File: config.mk
export PLATFORM = sky130hd
export DESIGN_NAME = refclk_tune_display_system_clock_divider
export DESIGN_NICKNAME = d
export VERILOG_FILES = /design/src/pow2_tick_divider.v /design/src/refclk_tune_display_system_clock_divider.v
export VERILOG_INCLUDE_DIRS = /design/src
export SDC_FILE = /design/constraint.sdc
export NUM_CORES = 1
export LEC_CHECK = 0
export ABC_AREA = 1
export BUFFER_PORTS_ARGS = -buffer_cell sky130_fd_sc_hd__buf_2
export CORE_ASPECT_RATIO = 1.2
export CORE_MARGIN = 5
export CORE_UTILIZATION = 43
export CTS_BUF_LIST = sky130_fd_sc_hd__clkbuf_2
export CTS_CLUSTER_SIZE = 40
export DETAILED_ROUTE_END_ITERATION = 10
export PLACE_DENSITY = 0.65
export SYNTH_ARGS = -nofsm -noshare
export SYNTH_HDL_FRONTEND = slang
export SYNTH_SLANG_ARGS = --single-unit
File: constraint.sdc
create_clock -name sys_clk -period 3.3 [get_ports sys_clk]
set_clock_uncertainty 0.15 [all_clocks]
set_input_delay 0.66 -clock sys_clk [delete_from_list [all_inputs] [get_ports sys_clk]]
set_output_delay 0.66 -clock sys_clk [all_outputs]
set_load 0.03 [all_outputs]
File: src/refclk_tune_defs.vh
// Register map, field positions and reset values of the clock-control block.
// Assumes a 32-bit APB slave with byte addresses; registers sit in data bits 15:0.
`ifndef REFCLK_TUNE_DEFS_VH
`define REFCLK_TUNE_DEFS_VH

// Register byte offsets.
`define OFS_TRIM 8'h00
`define OFS_REFCTL 8'h04
`define OFS_DISPDIV 8'h08
`define OFS_DISPBR 8'h0c
`define OFS_STATUS 8'h10

// Trim register fields.
`define TRIM_MSB 5
`define TRIM_RST 6'h00

// Reference output control fields.
`define REF_EN_BIT 15
`define REF_SLP_BIT 13
`define REF_SEL_BIT 12
`define REF_DIV_MSB 11
`define REF_DIV_LSB 8
`define REF_RST 4'h0

// Display divider fields.
`define DISP_DIV_MSB 15
`define DISP_DIV_LSB 9
`define DISP_DIV_RST 7'h00
`define DISP_BR_BIT 0
`define DISP_BR_RST 1'b0

// Display divisor in quarter steps: segment bases and segment starts.
`define DISP_SEG2_CODE 7'h40
`define DISP_SEG3_CODE 7'h60
`define DISP_Q_BASE1 9'h004
`define DISP_Q_BASE2 9'h044
`define DISP_Q_BASE3 9'h084
`define DISP_Q_STEP 9'h004

// Primary submode and source codes.
`define SUB_EC 2'h0
`define SUB_XT 2'h1
`define SUB_HS 2'h2
`define SRC_PRI 3'h2
`define SRC_PRI_PLL 3'h3

// Decoded primary modes reported in the status register.
`define MODE_NONE 3'h0
`define MODE_EC 3'h1
`define MODE_EXTERNAL_CLOCK_PLL_MODE 3'h2
`define MODE_HS 3'h3
`define MODE_FAST_CRYSTAL_PLL_MODE 3'h4
`define MODE_XT 3'h5
`define MODE_MEDIUM_CRYSTAL_PLL_MODE 3'h6

`endif

File: src/pow2_tick_divider.v
// Power-of-two divider of a one-cycle tick stream.
// Assumes ticks are single sys_clk cycles; a new ratio is taken only at a period end or while stopped.
`timescale 1ns/1ps
module pow2_tick_divider #(
  parameter SHIFT_W = 4,
  parameter CNT_W = 15
)
(
  input wire sys_clk,
  input wire srst,
  input wire run,
  input wire tick,
  input wire [SHIFT_W-1:0] shift,
  output reg pulse_r
);
  // Ratio in use for the current period.
  reg [SHIFT_W-1:0] cur_shift_r;
  // Ticks counted in the current period.
  reg [CNT_W-1:0] cnt_r;
  // Last count of a period for the ratio in use.
  wire [CNT_W-1:0] last_cnt;

  assign last_cnt = ({{(CNT_W-1){1'b0}}, 1'b1} << cur_shift_r) - {{(CNT_W-1){1'b0}}, 1'b1};

  // Count ticks and emit one pulse per period; the ratio reloads only at the
  // period boundary or while stopped, so a change never produces a runt period.
  always @(posedge sys_clk)
  begin
    if (srst)
    begin
      cnt_r <= {CNT_W{1'b0}};
      cur_shift_r <= {SHIFT_W{1'b0}};
      pulse_r <= 1'b0;
    end
    else if (!run)
    begin
      // Stopped: hold at the start of a period and follow the setting.
      cnt_r <= {CNT_W{1'b0}};
      cur_shift_r <= shift;
      pulse_r <= 1'b0;
    end
    else if (tick)
    begin
      if (cnt_r >= last_cnt)
      begin
        // End of period: pulse and take the new ratio.
        cnt_r <= {CNT_W{1'b0}};
        cur_shift_r <= shift;
        pulse_r <= 1'b1;
      end
      else
      begin
        // Inside the period.
        cnt_r <= cnt_r + {{(CNT_W-1){1'b0}}, 1'b1};
        pulse_r <= 1'b0;
      end
    end
    else
    begin
      // No tick this cycle.
      pulse_r <= 1'b0;
    end
  end
endmodule // pow2_tick_divider

File: src/refclk_tune_display_system_clock_divider.v
// Clock-control block: oscillator trim, reference clock output, display clock
// fractional divider and primary oscillator mode decode, behind an APB slave.
// Assumes all base clocks arrive as one-cycle tick enables synchronous to sys_clk.
`timescale 1ns/1ps
`include "refclk_tune_defs.vh"

module refclk_tune_display_system_clock_divider #(
  parameter REF_DIV_W = 4,
  parameter REF_CNT_W = 15,
  parameter DISP_CODE_W = 7
)
(
  input wire sys_clk,
  input wire srst,
  input wire psel,
  input wire penable,
  input wire pwrite,
  input wire [7:0] paddr,
  input wire [31:0] pwdata,
  output reg [31:0] prdata,
  output reg pready,
  output reg pslverr,
  input wire sys_clk_tick,
  input wire primary_osc_tick,
  input wire pll96_tick,
  input wire pll48_tick,
  input wire pll96_en,
  input wire sleep_active,
  input wire [1:0] primary_submode_cfg,
  input wire [2:0] initial_source_cfg,
  input wire [2:0] current_source_status,
  output reg [5:0] trim_code,
  output reg refclk_pin,
  output reg display_clk_tick,
  output reg primary_osc_out_pin,
  output reg primary_osc_out_oe
);
  // Software-visible control fields.
  reg [5:0] trim_code_r;
  reg refclk_out_en_r;
  reg refclk_sleep_run_r;
  reg refclk_source_sel_r;
  reg [REF_DIV_W-1:0] refclk_divisor_r;
  reg [DISP_CODE_W-1:0] display_divisor_code_r;
  reg display_branch_sel_r;
  // Source currently feeding the reference divider.
  reg ref_src_cur_r;
  // Decoded primary mode and running-on-primary flag.
  reg [2:0] primary_mode_r;
  reg on_primary_r;
  // Display divider state: divisor in use and dither accumulator.
  reg [8:0] disp_q_cur_r;
  reg [8:0] disp_acc_r;
  reg disp_branch_cur_r;
  // Bus decode and read mux.
  wire apb_access;
  wire apb_done;
  reg [15:0] rd_word;
  reg addr_hit;
  // Reference path wires.
  wire ref_run;
  wire ref_base_tick;
  wire ref_pulse;
  // Display path wires.
  reg [8:0] disp_q_nxt;
  wire disp_in_tick;
  wire [8:0] disp_acc_sum;

  // A request is taken at the edge where the access phase sees pready high.
  assign apb_access = psel & penable;
  assign apb_done = apb_access & pready;

  // Register read mux; unimplemented bits stay zero.
  always @*
  begin
    rd_word = 16'h0000;
    addr_hit = 1'b1;
    case (paddr)
      `OFS_TRIM:
      begin
        rd_word[`TRIM_MSB:0] = trim_code_r;
      end
      `OFS_REFCTL:
      begin
        rd_word[`REF_EN_BIT] = refclk_out_en_r;
        rd_word[`REF_SLP_BIT] = refclk_sleep_run_r;
        rd_word[`REF_SEL_BIT] = refclk_source_sel_r;
        rd_word[`REF_DIV_MSB:`REF_DIV_LSB] = refclk_divisor_r;
      end
      `OFS_DISPDIV:
      begin
        // Only the divisor field is implemented.
        rd_word[`DISP_DIV_MSB:`DISP_DIV_LSB] = display_divisor_code_r;
      end
      `OFS_DISPBR:
      begin
        // Display branch select.
        rd_word[`DISP_BR_BIT] = display_branch_sel_r;
      end
      `OFS_STATUS:
      begin
        // Live state: running on primary, decoded mode, PLL enable.
        rd_word[0] = on_primary_r;
        rd_word[3:1] = primary_mode_r;
        rd_word[4] = pll96_en;
      end
      default:
      begin
        // Unmapped address answers with an error.
        addr_hit = 1'b0;
      end
    endcase
  end

  // APB slave: one wait state, then pready with data or error for one cycle.
  always @(posedge sys_clk)
  begin
    if (srst)
    begin
      pready <= 1'b0;
      pslverr <= 1'b0;
      prdata <= 32'h00000000;
    end
    else if (apb_access && !pready)
    begin
      // Answer in the second access cycle.
      pready <= 1'b1;
      pslverr <= ~addr_hit;
      prdata <= (!pwrite && addr_hit) ? {16'h0000, rd_word} : 32'h00000000;
    end
    else
    begin
      // Release after the completing edge.
      pready <= 1'b0;
      pslverr <= 1'b0;
      prdata <= 32'h00000000;
    end
  end

  // Register writes take effect only at the completing edge.
  always @(posedge sys_clk)
  begin
    if (srst)
    begin
      trim_code_r <= `TRIM_RST;
      refclk_out_en_r <= 1'b0;
      refclk_sleep_run_r <= 1'b0;
      refclk_source_sel_r <= 1'b0;
      refclk_divisor_r <= `REF_RST;
      display_divisor_code_r <= `DISP_DIV_RST;
      display_branch_sel_r <= `DISP_BR_RST;
    end
    else if (apb_done && pwrite && addr_hit)
    begin
      case (paddr)
        `OFS_TRIM:
        begin
          trim_code_r <= pwdata[`TRIM_MSB:0];
        end
        `OFS_REFCTL:
        begin
          // Reference control fields.
          refclk_out_en_r <= pwdata[`REF_EN_BIT];
          refclk_sleep_run_r <= pwdata[`REF_SLP_BIT];
          refclk_source_sel_r <= pwdata[`REF_SEL_BIT];
          refclk_divisor_r <= pwdata[`REF_DIV_MSB:`REF_DIV_LSB];
        end
        `OFS_DISPDIV:
        begin
          // Display divisor code.
          display_divisor_code_r <= pwdata[`DISP_DIV_MSB:`DISP_DIV_LSB];
        end
        `OFS_DISPBR:
        begin
          // Display branch select.
          display_branch_sel_r <= pwdata[`DISP_BR_BIT];
        end
        default:
        begin
          // Status is read-only.
          trim_code_r <= trim_code_r;
        end
      endcase
    end
  end

  // The trim code goes to the oscillator as a two's complement value.
  always @(posedge sys_clk)
  begin
    if (srst)
    begin
      trim_code <= `TRIM_RST;
    end
    else
    begin
      trim_code <= trim_code_r;
    end
  end

  assign ref_run = refclk_out_en_r &
    ~(sleep_active & ref_src_cur_r & ~refclk_sleep_run_r);
  assign ref_base_tick = ref_src_cur_r ? primary_osc_tick : sys_clk_tick;

  // The source choice is taken only at a period end or while stopped.
  always @(posedge sys_clk)
  begin
    if (srst)
    begin
      ref_src_cur_r <= 1'b0;
    end
    else if (ref_pulse || !ref_run)
    begin
      ref_src_cur_r <= refclk_source_sel_r;
    end
  end

  // divide by two to the code
  pow2_tick_divider #(
    .SHIFT_W(REF_DIV_W),
    .CNT_W(REF_CNT_W)
  ) pow2_tick_divider_inst (
    .sys_clk(sys_clk),
    .srst(srst),
    .run(ref_run),
    .tick(ref_base_tick),
    .shift(refclk_divisor_r),
    .pulse_r(ref_pulse)
  );

  // Reference pin carries one pulse per divided period while ref_run is high (enabled and not stopped by sleep).
  always @(posedge sys_clk)
  begin
    if (srst)
    begin
      refclk_pin <= 1'b0;
    end
    else
    begin
      refclk_pin <= ref_pulse & ref_run;
    end
  end

  // Divisor in quarter steps from the code.
  always @*
  begin
    disp_q_nxt = `DISP_Q_BASE1;
    if (display_divisor_code_r >= `DISP_SEG3_CODE)
    begin
      // 33 plus one per step
      // The low five bits already count steps from the segment start,
      // so no subtraction of the segment code is needed.
      disp_q_nxt = `DISP_Q_BASE3 + {2'b00, display_divisor_code_r[4:0], 2'b00};
    end
    else if (display_divisor_code_r >= `DISP_SEG2_CODE)
    begin
      disp_q_nxt = `DISP_Q_BASE2 + {3'b000, display_divisor_code_r[4:0], 1'b0};
    end
    else
    begin
      disp_q_nxt = `DISP_Q_BASE1 + {3'b000, display_divisor_code_r[5:0]};
    end
  end

  // branch select picks 96 or 48
  // 48 MHz ticks come half as often
  assign disp_in_tick = disp_branch_cur_r ? pll96_tick : pll48_tick;
  assign disp_acc_sum = disp_acc_r + `DISP_Q_STEP;

  // Fractional divider: each input tick adds four quarters; a pulse is issued
  // when the sum reaches the divisor, and the remainder carries over.
  always @(posedge sys_clk)
  begin
    if (srst)
    begin
      disp_acc_r <= 9'h000;
      disp_q_cur_r <= `DISP_Q_BASE1;
      disp_branch_cur_r <= `DISP_BR_RST;
      display_clk_tick <= 1'b0;
    end
    else if (!pll96_en)
    begin
      disp_acc_r <= 9'h000;
      disp_q_cur_r <= disp_q_nxt;
      disp_branch_cur_r <= display_branch_sel_r;
      display_clk_tick <= 1'b0;
    end
    else if (disp_in_tick)
    begin
      if (disp_acc_sum >= disp_q_cur_r)
      begin
        disp_acc_r <= disp_acc_sum - disp_q_cur_r;
        disp_q_cur_r <= disp_q_nxt;
        disp_branch_cur_r <= display_branch_sel_r;
        display_clk_tick <= 1'b1;
      end
      else
      begin
        // Still inside the output period.
        disp_acc_r <= disp_acc_sum;
        display_clk_tick <= 1'b0;
      end
    end
    else
    begin
      // No input tick this cycle.
      display_clk_tick <= 1'b0;
    end
  end

  // Decode the primary mode from the configuration bits.
  always @(posedge sys_clk)
  begin
    if (srst)
    begin
      primary_mode_r <= `MODE_NONE;
      on_primary_r <= 1'b0;
    end
    else
    begin
      on_primary_r <= (current_source_status == `SRC_PRI) ||
        (current_source_status == `SRC_PRI_PLL);
      case (primary_submode_cfg)
        `SUB_EC:
        begin
          // External clock input.
          primary_mode_r <= (initial_source_cfg == `SRC_PRI_PLL) ?
            `MODE_EXTERNAL_CLOCK_PLL_MODE : `MODE_EC;
        end
        `SUB_XT:
        begin
          // Medium crystal.
          primary_mode_r <= (initial_source_cfg == `SRC_PRI_PLL) ?
            `MODE_MEDIUM_CRYSTAL_PLL_MODE : `MODE_XT;
        end
        `SUB_HS:
        begin
          // Fast crystal.
          primary_mode_r <= (initial_source_cfg == `SRC_PRI_PLL) ?
            `MODE_FAST_CRYSTAL_PLL_MODE : `MODE_HS;
        end
        default:
        begin
          // Primary oscillator off.
          primary_mode_r <= `MODE_NONE;
        end
      endcase
    end
  end

  // In plain external clock mode the second pin outputs Fosc/2.
  always @(posedge sys_clk)
  begin
    if (srst)
    begin
      primary_osc_out_pin <= 1'b0;
      primary_osc_out_oe <= 1'b0;
    end
    else if (primary_mode_r == `MODE_EC)
    begin
      primary_osc_out_oe <= 1'b1;
      if (primary_osc_tick)
      begin
        primary_osc_out_pin <= ~primary_osc_out_pin;
      end
    end
    else
    begin
      // Pin left to the crystal or other use.
      primary_osc_out_oe <= 1'b0;
      primary_osc_out_pin <= 1'b0;
    end
  end
endmodule // refclk_tune_display_system_clock_divider

==> out/results.ini, run 1 <==
[setup_path]
cp.required_ns = 3.63
cp_data_arrival_time_ns = 3.27
start_kind = flop
critical_path_peak_fanout = 12
regToRegSetupSlack_ns = 0.36
end_kind = flop
critPathKind = reg -> reg

[timing]
post-route-period-util_pct = 89.00
finalWorstSetupSlack_ns = 0.3629
whs_ns = 0.1037
period_minus_slack_ns = 2.937
slew-limit-headroom_pct = 61.36
tightest_slew_ns = 0.5775
fmax_mhz = 340.5
rsz0062_at_grt = no
slew_violations = 0
setup_viol = 0
hold_viol = 0
final.setup.tns_ns = 0

[clock_tree]
clock_path_buffers = 2
clock_sinks = 91
clk_latency_ns = 0.55
cts_tree = built
cts-root-buf = clkbuf_2
numCtsBuffers = 9
cts_max_level = 3
clkSlewWorstSetupHoldPaths_ns = 0.26

[layout]
final_util_pct = 47.70
nFillCells = 1302
syn_to_final_growth_pct = 10.15
layout-drive-gt1-share_pct = 13.91
nets = 959

[detailed_routing]
antenna_left = 0
drc_errors = 0
avgViaCountPerCell = 4.771
vias = 4938
drt_wl_total_um = 12310
routedWlPerCell_um = 11.89
dr.pass1.iters = 6
drt-initial-drc-count = 246

[global_routing]
antenna_found_initial = 1
grtUsageTotal_pct = 16.55
grt_pass1_wl_um = 20690
met3_usage_pct = 2.953
grt_util_met1_pct = 20.90
grt_pass1_vias = 4591
use_met2_pct = 28.13
grt_max_degree = 20
grt-busiest-layer = met2
overflow = 0

[pwr]
irDropWorstVdd_mv = 0.2115
p_total_mw = 2.719
p_leak_nw = 2.967
powerDensity_nw_per_um2 = 453.9

[placed_design]
preCtsSetupSlack_ns = 0.1379
dp_hpwl_um = 9539
port_buffers = 65
gp_congestion = 0.8449

[die]
die_area_um2 = 15000
die_x_um = 112.7
row_count = 45
io_pins = 103
start_util_pct = 43.31
core_um2 = 12560
fp.dieH_um = 133.2

[run_status]
status = finished clean

[yosys]
synth_common_cells = nand2_1 (183), nor2_1 (119), inv_1 (109)
synth_ff_type = dfxtp_1
async_flop_share_pct = 0
synth.distinct_cells = 48
yosysWarnings = 0
synth_top_cell_area_share_pct = 33.50
syn-cell-area_um2 = 5438
synth.ff_latch_count = 91
synth_edf_count = 0
yosysMostFrequentCell = nand2_1
yosysSeqAreaShare_pct = 33.50
avgSynthCellArea_um2 = 6.797
synth_cells = 800
synthTopCellsByArea = dfxtp_1 (34%), nand2_1 (13%), nor2_1 (8.2%), ha_1 (7.6%), inv_1 (7.5%)
synth_top_cell_by_area = dfxtp_1

[worst_hold_path]
hp-class = in -> reg

[flow_run]
cap_violations = 0

-- worst paths after layout --
kind,start,to,cells past startpoint
worst max-delay path,pow2_tick_divider_inst.cur_shift_r[3],pow2_tick_divider_inst.cnt_r[5],16
worst min-delay path,current_source_status[2],on_primary_r,2
worst max register to register,pow2_tick_divider_inst.cur_shift_r[3],pow2_tick_divider_inst.cnt_r[5],16
worst min register to register,pow2_tick_divider_inst.pulse_r,refclk_pin,2
-- through the flow --
step / cells / area, um2
after detailed placement: 1019 / 5861
final: 1035 / 5989
after CTS: 1034 / 5973
after global routing: 1035 / 5989
after global placement: 1019 / 5861
after floorplan: 817 / 5502
-- sequential cells by signal, summed over array words and instances, names as in the netlist, 3 cells and up --
signal	flops
disp_q_cur_r	9
trim_code	6
refclk_divisor_r	4
pow2_tick_divider_inst.cur_shift_r	4
pow2_tick_divider_inst.cnt_r	15
trim_code_r	6
prdata	14
display_divisor_code_r	7
disp_acc_r	9
primary_mode_r	3
-- critical path, cell delays in order (launching register included) --
cell     delay, ns
dfxtp_1       0.40
buf_4         0.16
inv_1         0.11
nand4_1       0.11
nand4_1       0.11
a21oi_2       0.19
o21ai_0       0.13
xor2_1        0.16
ha_1          0.29
a21o_1        0.16
nor2_1        0.14
nand2_1       0.07
nor2_1        0.13
nand2_1       0.07
nand2_1       0.19
nand2_4       0.15
nor3_1        0.15
-- what timing repair did --
action,in CTS,in global routing
endpoints found under the hold margin,0,0
endpoints found under the setup margin,0,13
hold buffers,0,0
gates resized for setup,0,4
buffers inserted,0,0
-- routing by layer --
| layer | wire length [um] | up-vias |
|---|---|---|
| met4 | 159 | 0 |
| met3 | 556 | 10 |
| met2 | 5882 | 106 |
| met5 | 0 | - |
| li1 | - | 2632 |
| met1 | 5706 | 2190 |
-- cells in the final DEF, fill, tap and decap left out, types with 5 or more instances in the layout --
master / netlist / routed
nand2_1: 183 / 182
nor2_1: 119 / 118
inv_1: 109 / 109
dfxtp_1: 91 / 91
nand3_1: 70 / 70
buf_2: 7 / 65
ha_1: 33 / 33
a21oi_1: 32 / 31
nor3_1: 22 / 22
o21ai_0: 21 / 21
conb_1: 1 / 18
xor2_1: 14 / 14
a21oi_2: 8 / 9
clkbuf_2: 1 / 9
buf_4: 19 / 9
nand4_1: 6 / 6
nor2_2: 4 / 5
nand3b_1: 5 / 5
xnor2_1: 5 / 5
-- area by class of cell --
cell class                 count  area (um2)  area share [%]
clock buffer                   9       45.04          0.7520
multi-input combinational    578        3034           50.66
clock inverter                 6       67.56           1.128
inverter                     112       420.4           7.019
antenna                        1       2.502         0.04178
timing repair buffer          74       392.9           6.559
tap                          164       205.2           3.426
sequential                    91        1822           30.42
-- where the power goes --
group / internal [mW] / total (mW) / switching, mW
logic: 0.333 / 0.989 / 0.656
registers: 1.14 / 1.17 / 0.0296
clock network: 0.172 / 0.560 / 0.387
-- logic make-up after synthesis --
kind of cell             Yosys count  synth area share, %
AND/OR/NAND/NOR                  429                34.86
XOR/XNOR                          19                3.060
adder cells (fa/ha/maj)           34                7.961
other                              1              0.06896
flip-flops                        91                33.50
AO/OA/AOI/OAI                     78                8.422
buffers and inverters            148                12.13
No activity file was read; power rests on OpenSTA's default activity.
==> inputs of run 2 (changes only) <==
--- a/config.mk
+++ b/config.mk
@@ -8,13 +8,14 @@
 export LEC_CHECK = 0
 export ABC_AREA = 1
 export BUFFER_PORTS_ARGS = -buffer_cell sky130_fd_sc_hd__buf_2
+export CAP_MARGIN = 10
 export CORE_ASPECT_RATIO = 1.2
 export CORE_MARGIN = 5
 export CORE_UTILIZATION = 43
 export CTS_BUF_LIST = sky130_fd_sc_hd__clkbuf_2
 export CTS_CLUSTER_SIZE = 40
 export DETAILED_ROUTE_END_ITERATION = 10
-export PLACE_DENSITY = 0.65
+export SKIP_LAST_GASP = 1
 export SYNTH_ARGS = -nofsm -noshare
 export SYNTH_HDL_FRONTEND = slang
 export SYNTH_SLANG_ARGS = --single-unit
==> out/results.ini, run 2 (synthesis gave the netlist of run 1 again) <==
[timing]
slew-limit-headroom_pct = 60.40  ; was 61.36%
setup_viol = 0  ; unchanged
tightest_slew_ns = 0.5918  ; was 0.5775 ns
slew_violations = 0  ; unchanged
final.setup.tns_ns = 0  ; unchanged
period_minus_slack_ns = 3.002  ; was 2.937 ns
fmax_mhz = 333.1  ; was 340.5 MHz
finalWorstSetupSlack_ns = 0.2978  ; was 0.3629 ns
rsz0062_at_grt = no  ; unchanged
hold_viol = 0  ; unchanged
post-route-period-util_pct = 90.98  ; was 89.00%
whs_ns = 0.08772  ; was 0.1037 ns

[layout]
final_common_cell = nand2_1  ; unchanged
final_cell_mix = nand2_1 (183), nor2_1 (116), inv_1 (109)  ; was nand2_1 (182), nor2_1 (118), inv_1 (109)
fin_cells = 1034  ; was 1035
layout-drive-gt1-share_pct = 14.73  ; was 13.91%
top_register = pow2_tick_divider_inst.cnt_r  ; unchanged
biggestRegsByFlops = pow2_tick_divider_inst.cnt_r: 15 flops, prdata: 14 flops  ; unchanged
syn_to_final_growth_pct = 11.07  ; was 10.15%
nFillCells = 1307  ; was 1302
nets = 957  ; was 959
largest_reg_flops = 15  ; unchanged

[worst_hold_path]
whs_path_depth = 2  ; unchanged
hold_end = on_primary_r  ; unchanged
min_from = current_source_status[2]  ; unchanged
hp-class = in -> reg  ; unchanged

[detailed_routing]
wl_met2_um = 5905  ; was 5882 um
vias = 4995  ; was 4938
drt-initial-drc-count = 212  ; was 246
routedWlPerCell_um = 12.20  ; was 11.89 um
antenna_left = 0  ; unchanged
drt_wl_total_um = 12620  ; was 12310 um
dr.pass1.iters = 5  ; was 6
top_layer = met4  ; unchanged
drc_errors = 0  ; unchanged
avgViaCountPerCell = 4.831  ; was 4.771
met1_length_um = 5770  ; was 5706 um
wl_met3_um = 549  ; was 556 um

[setup_path]
end_kind = flop  ; unchanged
reg2reg_to = pow2_tick_divider_inst.cnt_r[5]  ; unchanged
cp.buffers_inverters = 3  ; was 2
slowest_stage = dfxtp_2  ; was dfxtp_1
regToRegSetupSlack_ns = 0.30  ; was 0.36 ns
cp.required_ns = 3.63  ; about the same
r2r-start = pow2_tick_divider_inst.cur_shift_r[1]  ; was pow2_tick_divider_inst.cur_shift_r[3]
slowest_delay_ns = 0.40  ; about the same
path_delay_family = simple AND/OR/NAND/NOR gates  ; unchanged
cp_data_arrival_time_ns = 3.33  ; was 3.27 ns
cpMostUsedCell = nand2_1  ; unchanged
reg2reg_depth = 18  ; was 16
critical_path_peak_fanout = 12  ; unchanged
critPathKind = reg -> reg  ; unchanged
crit_chain = buf_4, inv_1, nor2_1, nand2_1, nand4_1, a21oi_2, o21ai_0, xor2_1, ha_1, a21o_1, nor2_1, nand2_1, nor2_2, nand2_1, nand2_1, nand2_1, buf_12, nor3_1  ; was buf_4, inv_1, nand4_1, nand4_1, a21oi_2, o21ai_0, xor2_1, ha_1, a21o_1, nor2_1, nand2_1, nor2_1, nand2_1, nand2_1, nand2_4, nor3_1
start_kind = flop  ; unchanged

[pwr]
irDropWorstVdd_mv = 0.2245  ; was 0.2115 mV
p_leak_nw = 2.976  ; was 2.967 nW
p_total_mw = 2.816  ; was 2.719 mW
powerDensity_nw_per_um2 = 466.3  ; was 453.9 nW/um2

[clock_tree]
clock_sinks = 91  ; unchanged
cts-root-buf = clkbuf_2  ; unchanged
post_cts_buffers = 0  ; unchanged
numCtsBuffers = 9  ; unchanged
cts_tree = built  ; unchanged
clk_latency_ns = 0.56  ; was 0.55 ns
cts_max_level = 3  ; unchanged
clkSlewWorstSetupHoldPaths_ns = 0.28  ; was 0.26 ns
hold_buffers = 0  ; unchanged
clock_path_buffers = 2  ; unchanged
cts-resized-gates = 0  ; unchanged

[die]
fp.dieH_um = 133.2  ; unchanged
die_area_um2 = 15000  ; unchanged
start_util_pct = 43.31  ; unchanged
die_x_um = 112.7  ; unchanged
row_count = 45  ; unchanged
core_um2 = 12560  ; unchanged
io_pins = 103  ; unchanged

[flow_run]
cap_violations = 0  ; unchanged

[placed_design]
gp_congestion = 0.8647  ; was 0.8449
port_buffers = 65  ; unchanged
preCtsSetupSlack_ns = 0.2686  ; was 0.1379 ns
dp_cells = 1017  ; was 1019
dp_hpwl_um = 9928  ; was 9539 um

[global_routing]
grt_pass1_vias = 4844  ; was 4591
grt_pass1_wl_um = 21560  ; was 20690 um
grt_max_degree = 32  ; was 20
grtUsageTotal_pct = 17.05  ; was 16.55%
antenna_found_initial = 1  ; unchanged
overflow = 0  ; unchanged

[run_status]
status = finished clean  ; unchanged

## run 2: cell count changes in the layout (fill, tap and decap cells not counted), moves of 2 or more
| cell | before | now |
|---|---|---|
| nor2_2 | 5 | 7 |
| nor2_1 | 118 | 116 |
| clkbuf_2 | 9 | 11 |
| buf_4 | 9 | 6 |
| dfxtp_1 | 91 | 89 |
| nand3_1 | 70 | 68 |
| clkinv_4 | 3 | 1 |
| nand3_2 | 1 | 3 |
## run 2: worst reg2reg max path, stage by stage (launching register included)
cell and delay, ns:
dfxtp_2 0.40, buf_4 0.15, inv_1 0.08, nor2_1 0.07
nand2_1 0.09, nand4_1 0.13, a21oi_2 0.21, o21ai_0 0.14
xor2_1 0.16, ha_1 0.30, a21o_1 0.16, nor2_1 0.14
nand2_1 0.08, nor2_2 0.15, nand2_1 0.07, nand2_1 0.08
nand2_1 0.09, buf_12 0.15, nor3_1 0.13
## run 2: how the worst max path moves through the flow
stage	start	end	cells after the start
after floorplan	pow2_tick_divider_inst.cur_shift_r[3]	pow2_tick_divider_inst.cnt_r[10]	18
after global placement	pow2_tick_divider_inst.cur_shift_r[0]	pow2_tick_divider_inst.cur_shift_r[2]	15
after detailed placement	pow2_tick_divider_inst.cur_shift_r[0]	pow2_tick_divider_inst.cnt_r[2]	17
after CTS	pow2_tick_divider_inst.cur_shift_r[0]	pow2_tick_divider_inst.cnt_r[2]	17
after global routing	pow2_tick_divider_inst.cur_shift_r[1]	pow2_tick_divider_inst.cnt_r[5]	21
final	pow2_tick_divider_inst.cur_shift_r[1]	pow2_tick_divider_inst.cnt_r[5]	18
## run 2: per-stage QoR
stage | instance area [um2] | util (%)
global placement | 5858 | 46.66
global route | 6040 | 48.10
floorplan | 5502 | -
detailed placement | 5858 | 46.66
CTS | 5998 | 47.77
finish | 6040 | 48.10
## run 2: where the power goes
group          internal (mW)  switching, mW
Combinational          0.333          0.651
Sequential              1.14         0.0306
Clock                  0.261          0.400
Total                   1.73           1.08
## run 2: area by class of cell
class	instances	area (um2)	area share (%)
Multi-Input combinational cell	578	3054	50.57
Sequential cell	91	1827	30.25
Inverter	112	420.4	6.961
Timing Repair Buffer	72	390.4	6.464
Tap cell	164	205.2	3.398
Clock inverter	5	85.08	1.409
Clock buffer	11	55.05	0.9115
Antenna cell	1	2.502	0.04143
## run 2: routing by layer
layer  vias to the layer above  track usage, %
li1                       2625               -
met1                      2237           21.43
met2                       116           28.69
met3                        17           2.953
met4                         0           7.148
met5                         -               0
==> inputs of run 3 (changes only) <==
==> constraint.sdc (replaced) <==
create_clock -name sys_clk -period 2.8 [get_ports sys_clk]
set_clock_uncertainty 0.15 [all_clocks]
set_input_delay 0.56 -clock sys_clk [delete_from_list [all_inputs] [get_ports sys_clk]]
set_output_delay 0.56 -clock sys_clk [all_outputs]
set_load 0.03 [all_outputs]
==> out/results.ini, run 3 (synthesis gave the netlist of run 1 again) <==
[die]
core_um2 = 12560  ; unchanged
die_x_um = 112.7  ; unchanged
row_count = 45  ; unchanged
io_pins = 103  ; unchanged
die_area_um2 = 15000  ; unchanged
start_util_pct = 43.31  ; unchanged
fp.dieH_um = 133.2  ; unchanged

[layout]
finalInstanceArea_um2 = 6435  ; was 6040 um2
biggestRegsByFlops = pow2_tick_divider_inst.cnt_r: 15 flops, prdata: 14 flops  ; unchanged
final_util_pct = 51.25  ; was 48.10%
multi_input_area_um2 = 3257  ; was 3054 um2
layout-drive-gt1-share_pct = 21.34  ; was 14.73%
fin_cells = 1060  ; was 1034
largest_reg_flops = 15  ; unchanged
nets = 983  ; was 957
register_area_um2 = 1832  ; was 1827 um2
top_register = pow2_tick_divider_inst.cnt_r  ; unchanged
final_common_cell = nand2_1  ; unchanged
final_cell_mix = nand2_1 (177), inv_1 (107), nor2_1 (103)  ; was nand2_1 (183), nor2_1 (116), inv_1 (109)
nFillCells = 1264  ; was 1307
syn_to_final_growth_pct = 18.34  ; was 11.07%

[pwr]
seq_power_share_pct = 41.9  ; was 41.6%
p_total_mw = 3.302  ; was 2.816 mW
irDropWorstVdd_mv = 0.2522  ; was 0.2245 mV
power_frac_comb_pct = 39.4  ; was 34.9%
powerDensity_nw_per_um2 = 513.2  ; was 466.3 nW/um2
p_switching_mw = 1.327  ; was 1.082 mW
p_leak_nw = 3.136  ; was 2.976 nW
internal-power_mw = 1.976  ; was 1.734 mW
swShare_pct = 40.17  ; was 38.42%
clkPwrFrac_pct = 18.7  ; was 23.5%

[detailed_routing]
routedWlPerCell_um = 12.09  ; was 12.20 um
avgViaCountPerCell = 4.843  ; was 4.831
dr.pass1.iters = 4  ; was 5
drc_errors = 0  ; unchanged
vias = 5134  ; was 4995
drt_wl_total_um = 12820  ; was 12620 um
antenna_left = 0  ; unchanged
drt-initial-drc-count = 186  ; was 212

[run_status]
status = finished clean  ; unchanged

[timing]
tightest_slew_ns = 0.5992  ; was 0.5918 ns
fmax_mhz = 357.2  ; was 333.1 MHz
post-route-period-util_pct = 99.99  ; was 90.98%
hold_viol = 0  ; unchanged
period_minus_slack_ns = 2.800  ; was 3.002 ns
finalWorstSetupSlack_ns = 0.0001628  ; was 0.2978 ns
slew-limit-headroom_pct = 59.90  ; was 60.40%
whs_ns = 0.07208  ; was 0.08772 ns
rsz0062_at_grt = yes  ; was no
final.setup.tns_ns = 0  ; unchanged
setup_viol = 0  ; unchanged
slew_violations = 0  ; unchanged

[setup_path]
start_kind = flop  ; unchanged
r2r-start = pow2_tick_divider_inst.cur_shift_r[0]  ; was pow2_tick_divider_inst.cur_shift_r[1]
critPathKind = reg -> reg  ; unchanged
reg2reg_to = pow2_tick_divider_inst.cnt_r[6]  ; was pow2_tick_divider_inst.cnt_r[5]
regToRegSetupSlack_ns = 0.0002  ; was 0.30 ns
cp_data_arrival_time_ns = 3.11  ; was 3.33 ns
reg2reg_depth = 18  ; unchanged
critical_path_peak_fanout = 6  ; was 12
cp.required_ns = 3.11  ; was 3.63 ns
end_kind = flop  ; unchanged

[clock_tree]
clock_path_buffers = 2  ; unchanged
clock_sinks = 91  ; unchanged
cts-root-buf = clkbuf_2  ; unchanged
clkSlewWorstSetupHoldPaths_ns = 0.26  ; was 0.28 ns
cts_tree = built  ; unchanged
cts_max_level = 3  ; unchanged
numCtsBuffers = 9  ; unchanged
clk_latency_ns = 0.56  ; about the same

[worst_hold_path]
hold_end = trim_code_r[5]  ; was on_primary_r
whs_path_depth = 3  ; was 2
min_from = pwdata[5]  ; was current_source_status[2]
hp-class = in -> reg  ; unchanged

[placed_design]
port_buffers = 65  ; unchanged
place_area_um2 = 5974  ; was 5858 um2
preCtsSetupSlack_ns = -0.1074  ; was 0.2686 ns
dp_hpwl_um = 9917  ; was 9928 um
dp_cells = 1032  ; was 1017
gp_congestion = 0.8613  ; was 0.8647

[global_routing]
grtUsageTotal_pct = 16.74  ; was 17.05%
grt_pass1_vias = 4777  ; was 4844
overflow = 0  ; unchanged
antenna_found_initial = 1  ; unchanged
grt_pass1_wl_um = 21040  ; was 21560 um
grt_max_degree = 32  ; unchanged

[flow_run]
cap_violations = 0  ; unchanged

[run 3: cell count changes in the layout (fill, tap and decap cells not counted), moves of 4 or more]
cell           previous run  this run
buf_4                     6        25
a21oi_1                  31        26
nand2_1                 183       177
a21oi_2                   9        14
nor2_1                  116       103
nand2_2                   2         6
nor3_1                   21        17
nor2_2                    7        14
nor2_4                    3         9
dlygate4sd3_1             0         4
[run 3: worst max path at each step]
stage                                                      from                                     to  slack (ns)  depth (start not counted)
final                     pow2_tick_divider_inst.cur_shift_r[0]        pow2_tick_divider_inst.cnt_r[6]      0.0002                         18
after global routing      pow2_tick_divider_inst.cur_shift_r[0]        pow2_tick_divider_inst.cnt_r[5]       -0.26                         21
after CTS                 pow2_tick_divider_inst.cur_shift_r[1]  pow2_tick_divider_inst.cur_shift_r[2]       -0.03                         19
after detailed placement  pow2_tick_divider_inst.cur_shift_r[0]  pow2_tick_divider_inst.cur_shift_r[2]       -0.11                         19
after global placement    pow2_tick_divider_inst.cur_shift_r[0]  pow2_tick_divider_inst.cur_shift_r[2]       -0.04                         19
after floorplan           pow2_tick_divider_inst.cur_shift_r[3]       pow2_tick_divider_inst.cnt_r[10]        0.05                         18
[run 3: power groups by stage]
stage | logic (mW) | clock network, mW | registers [mW]
after floorplan | 0.943 | 0 | 1.41
after global placement | 1.24 | 0 | 1.40
after detailed placement | 1.25 | 0 | 1.40
after CTS | 1.26 | 0.637 | 1.38
after global routing | 1.49 | 0.691 | 1.39
final | 1.30 | 0.618 | 1.38
[run 3: area by class of cell]
| cell class | count | share of cell area (%) |
|---|---|---|
| Clock buffer | 10 | 0.7778 |
| Sequential cell | 91 | 28.47 |
| Clock inverter | 6 | 0.7389 |
| Inverter | 112 | 6.533 |
| Antenna cell | 1 | 0.03889 |
| Multi-Input combinational cell | 578 | 50.61 |
| Timing Repair Buffer | 98 | 9.644 |
| Tap cell | 164 | 3.189 |
[run 3: routing by layer]
layer,global-route usage (%),vias up,wire length [um]
met2,28.19,116,6158
met5,0,-,0
met3,2.681,25,495
met1,20.96,2315,5732
li1,-,2678,-
met4,7.482,0,429
[run 3: critical path: stages (launching register included)]
cell and delay [ns]:
dfxtp_4 0.43, inv_2 0.05, nor2_2 0.04, nand2_1 0.06, ha_2 0.18, nand4_1 0.11, a21oi_2 0.18, o21ai_1 0.12
xor2_1 0.16, ha_1 0.30, nand2_1 0.09, nor2_2 0.14, and2_4 0.17, nand2_2 0.08, nand2_1 0.10, nand2_2 0.08
nand2_4 0.11, clkbuf_16 0.16, nor2_4 0.03
[run 3: timing repair]
action / in CTS / in global routing
gates cloned: 0 / 1
pin swaps: 1 / 15
endpoints found under the setup margin: 31 / 40
resized for setup: 12 / 57
endpoints found under the hold margin: 1 / 3
hold buffers: 1 / 3
buffers inserted: 1 / 5
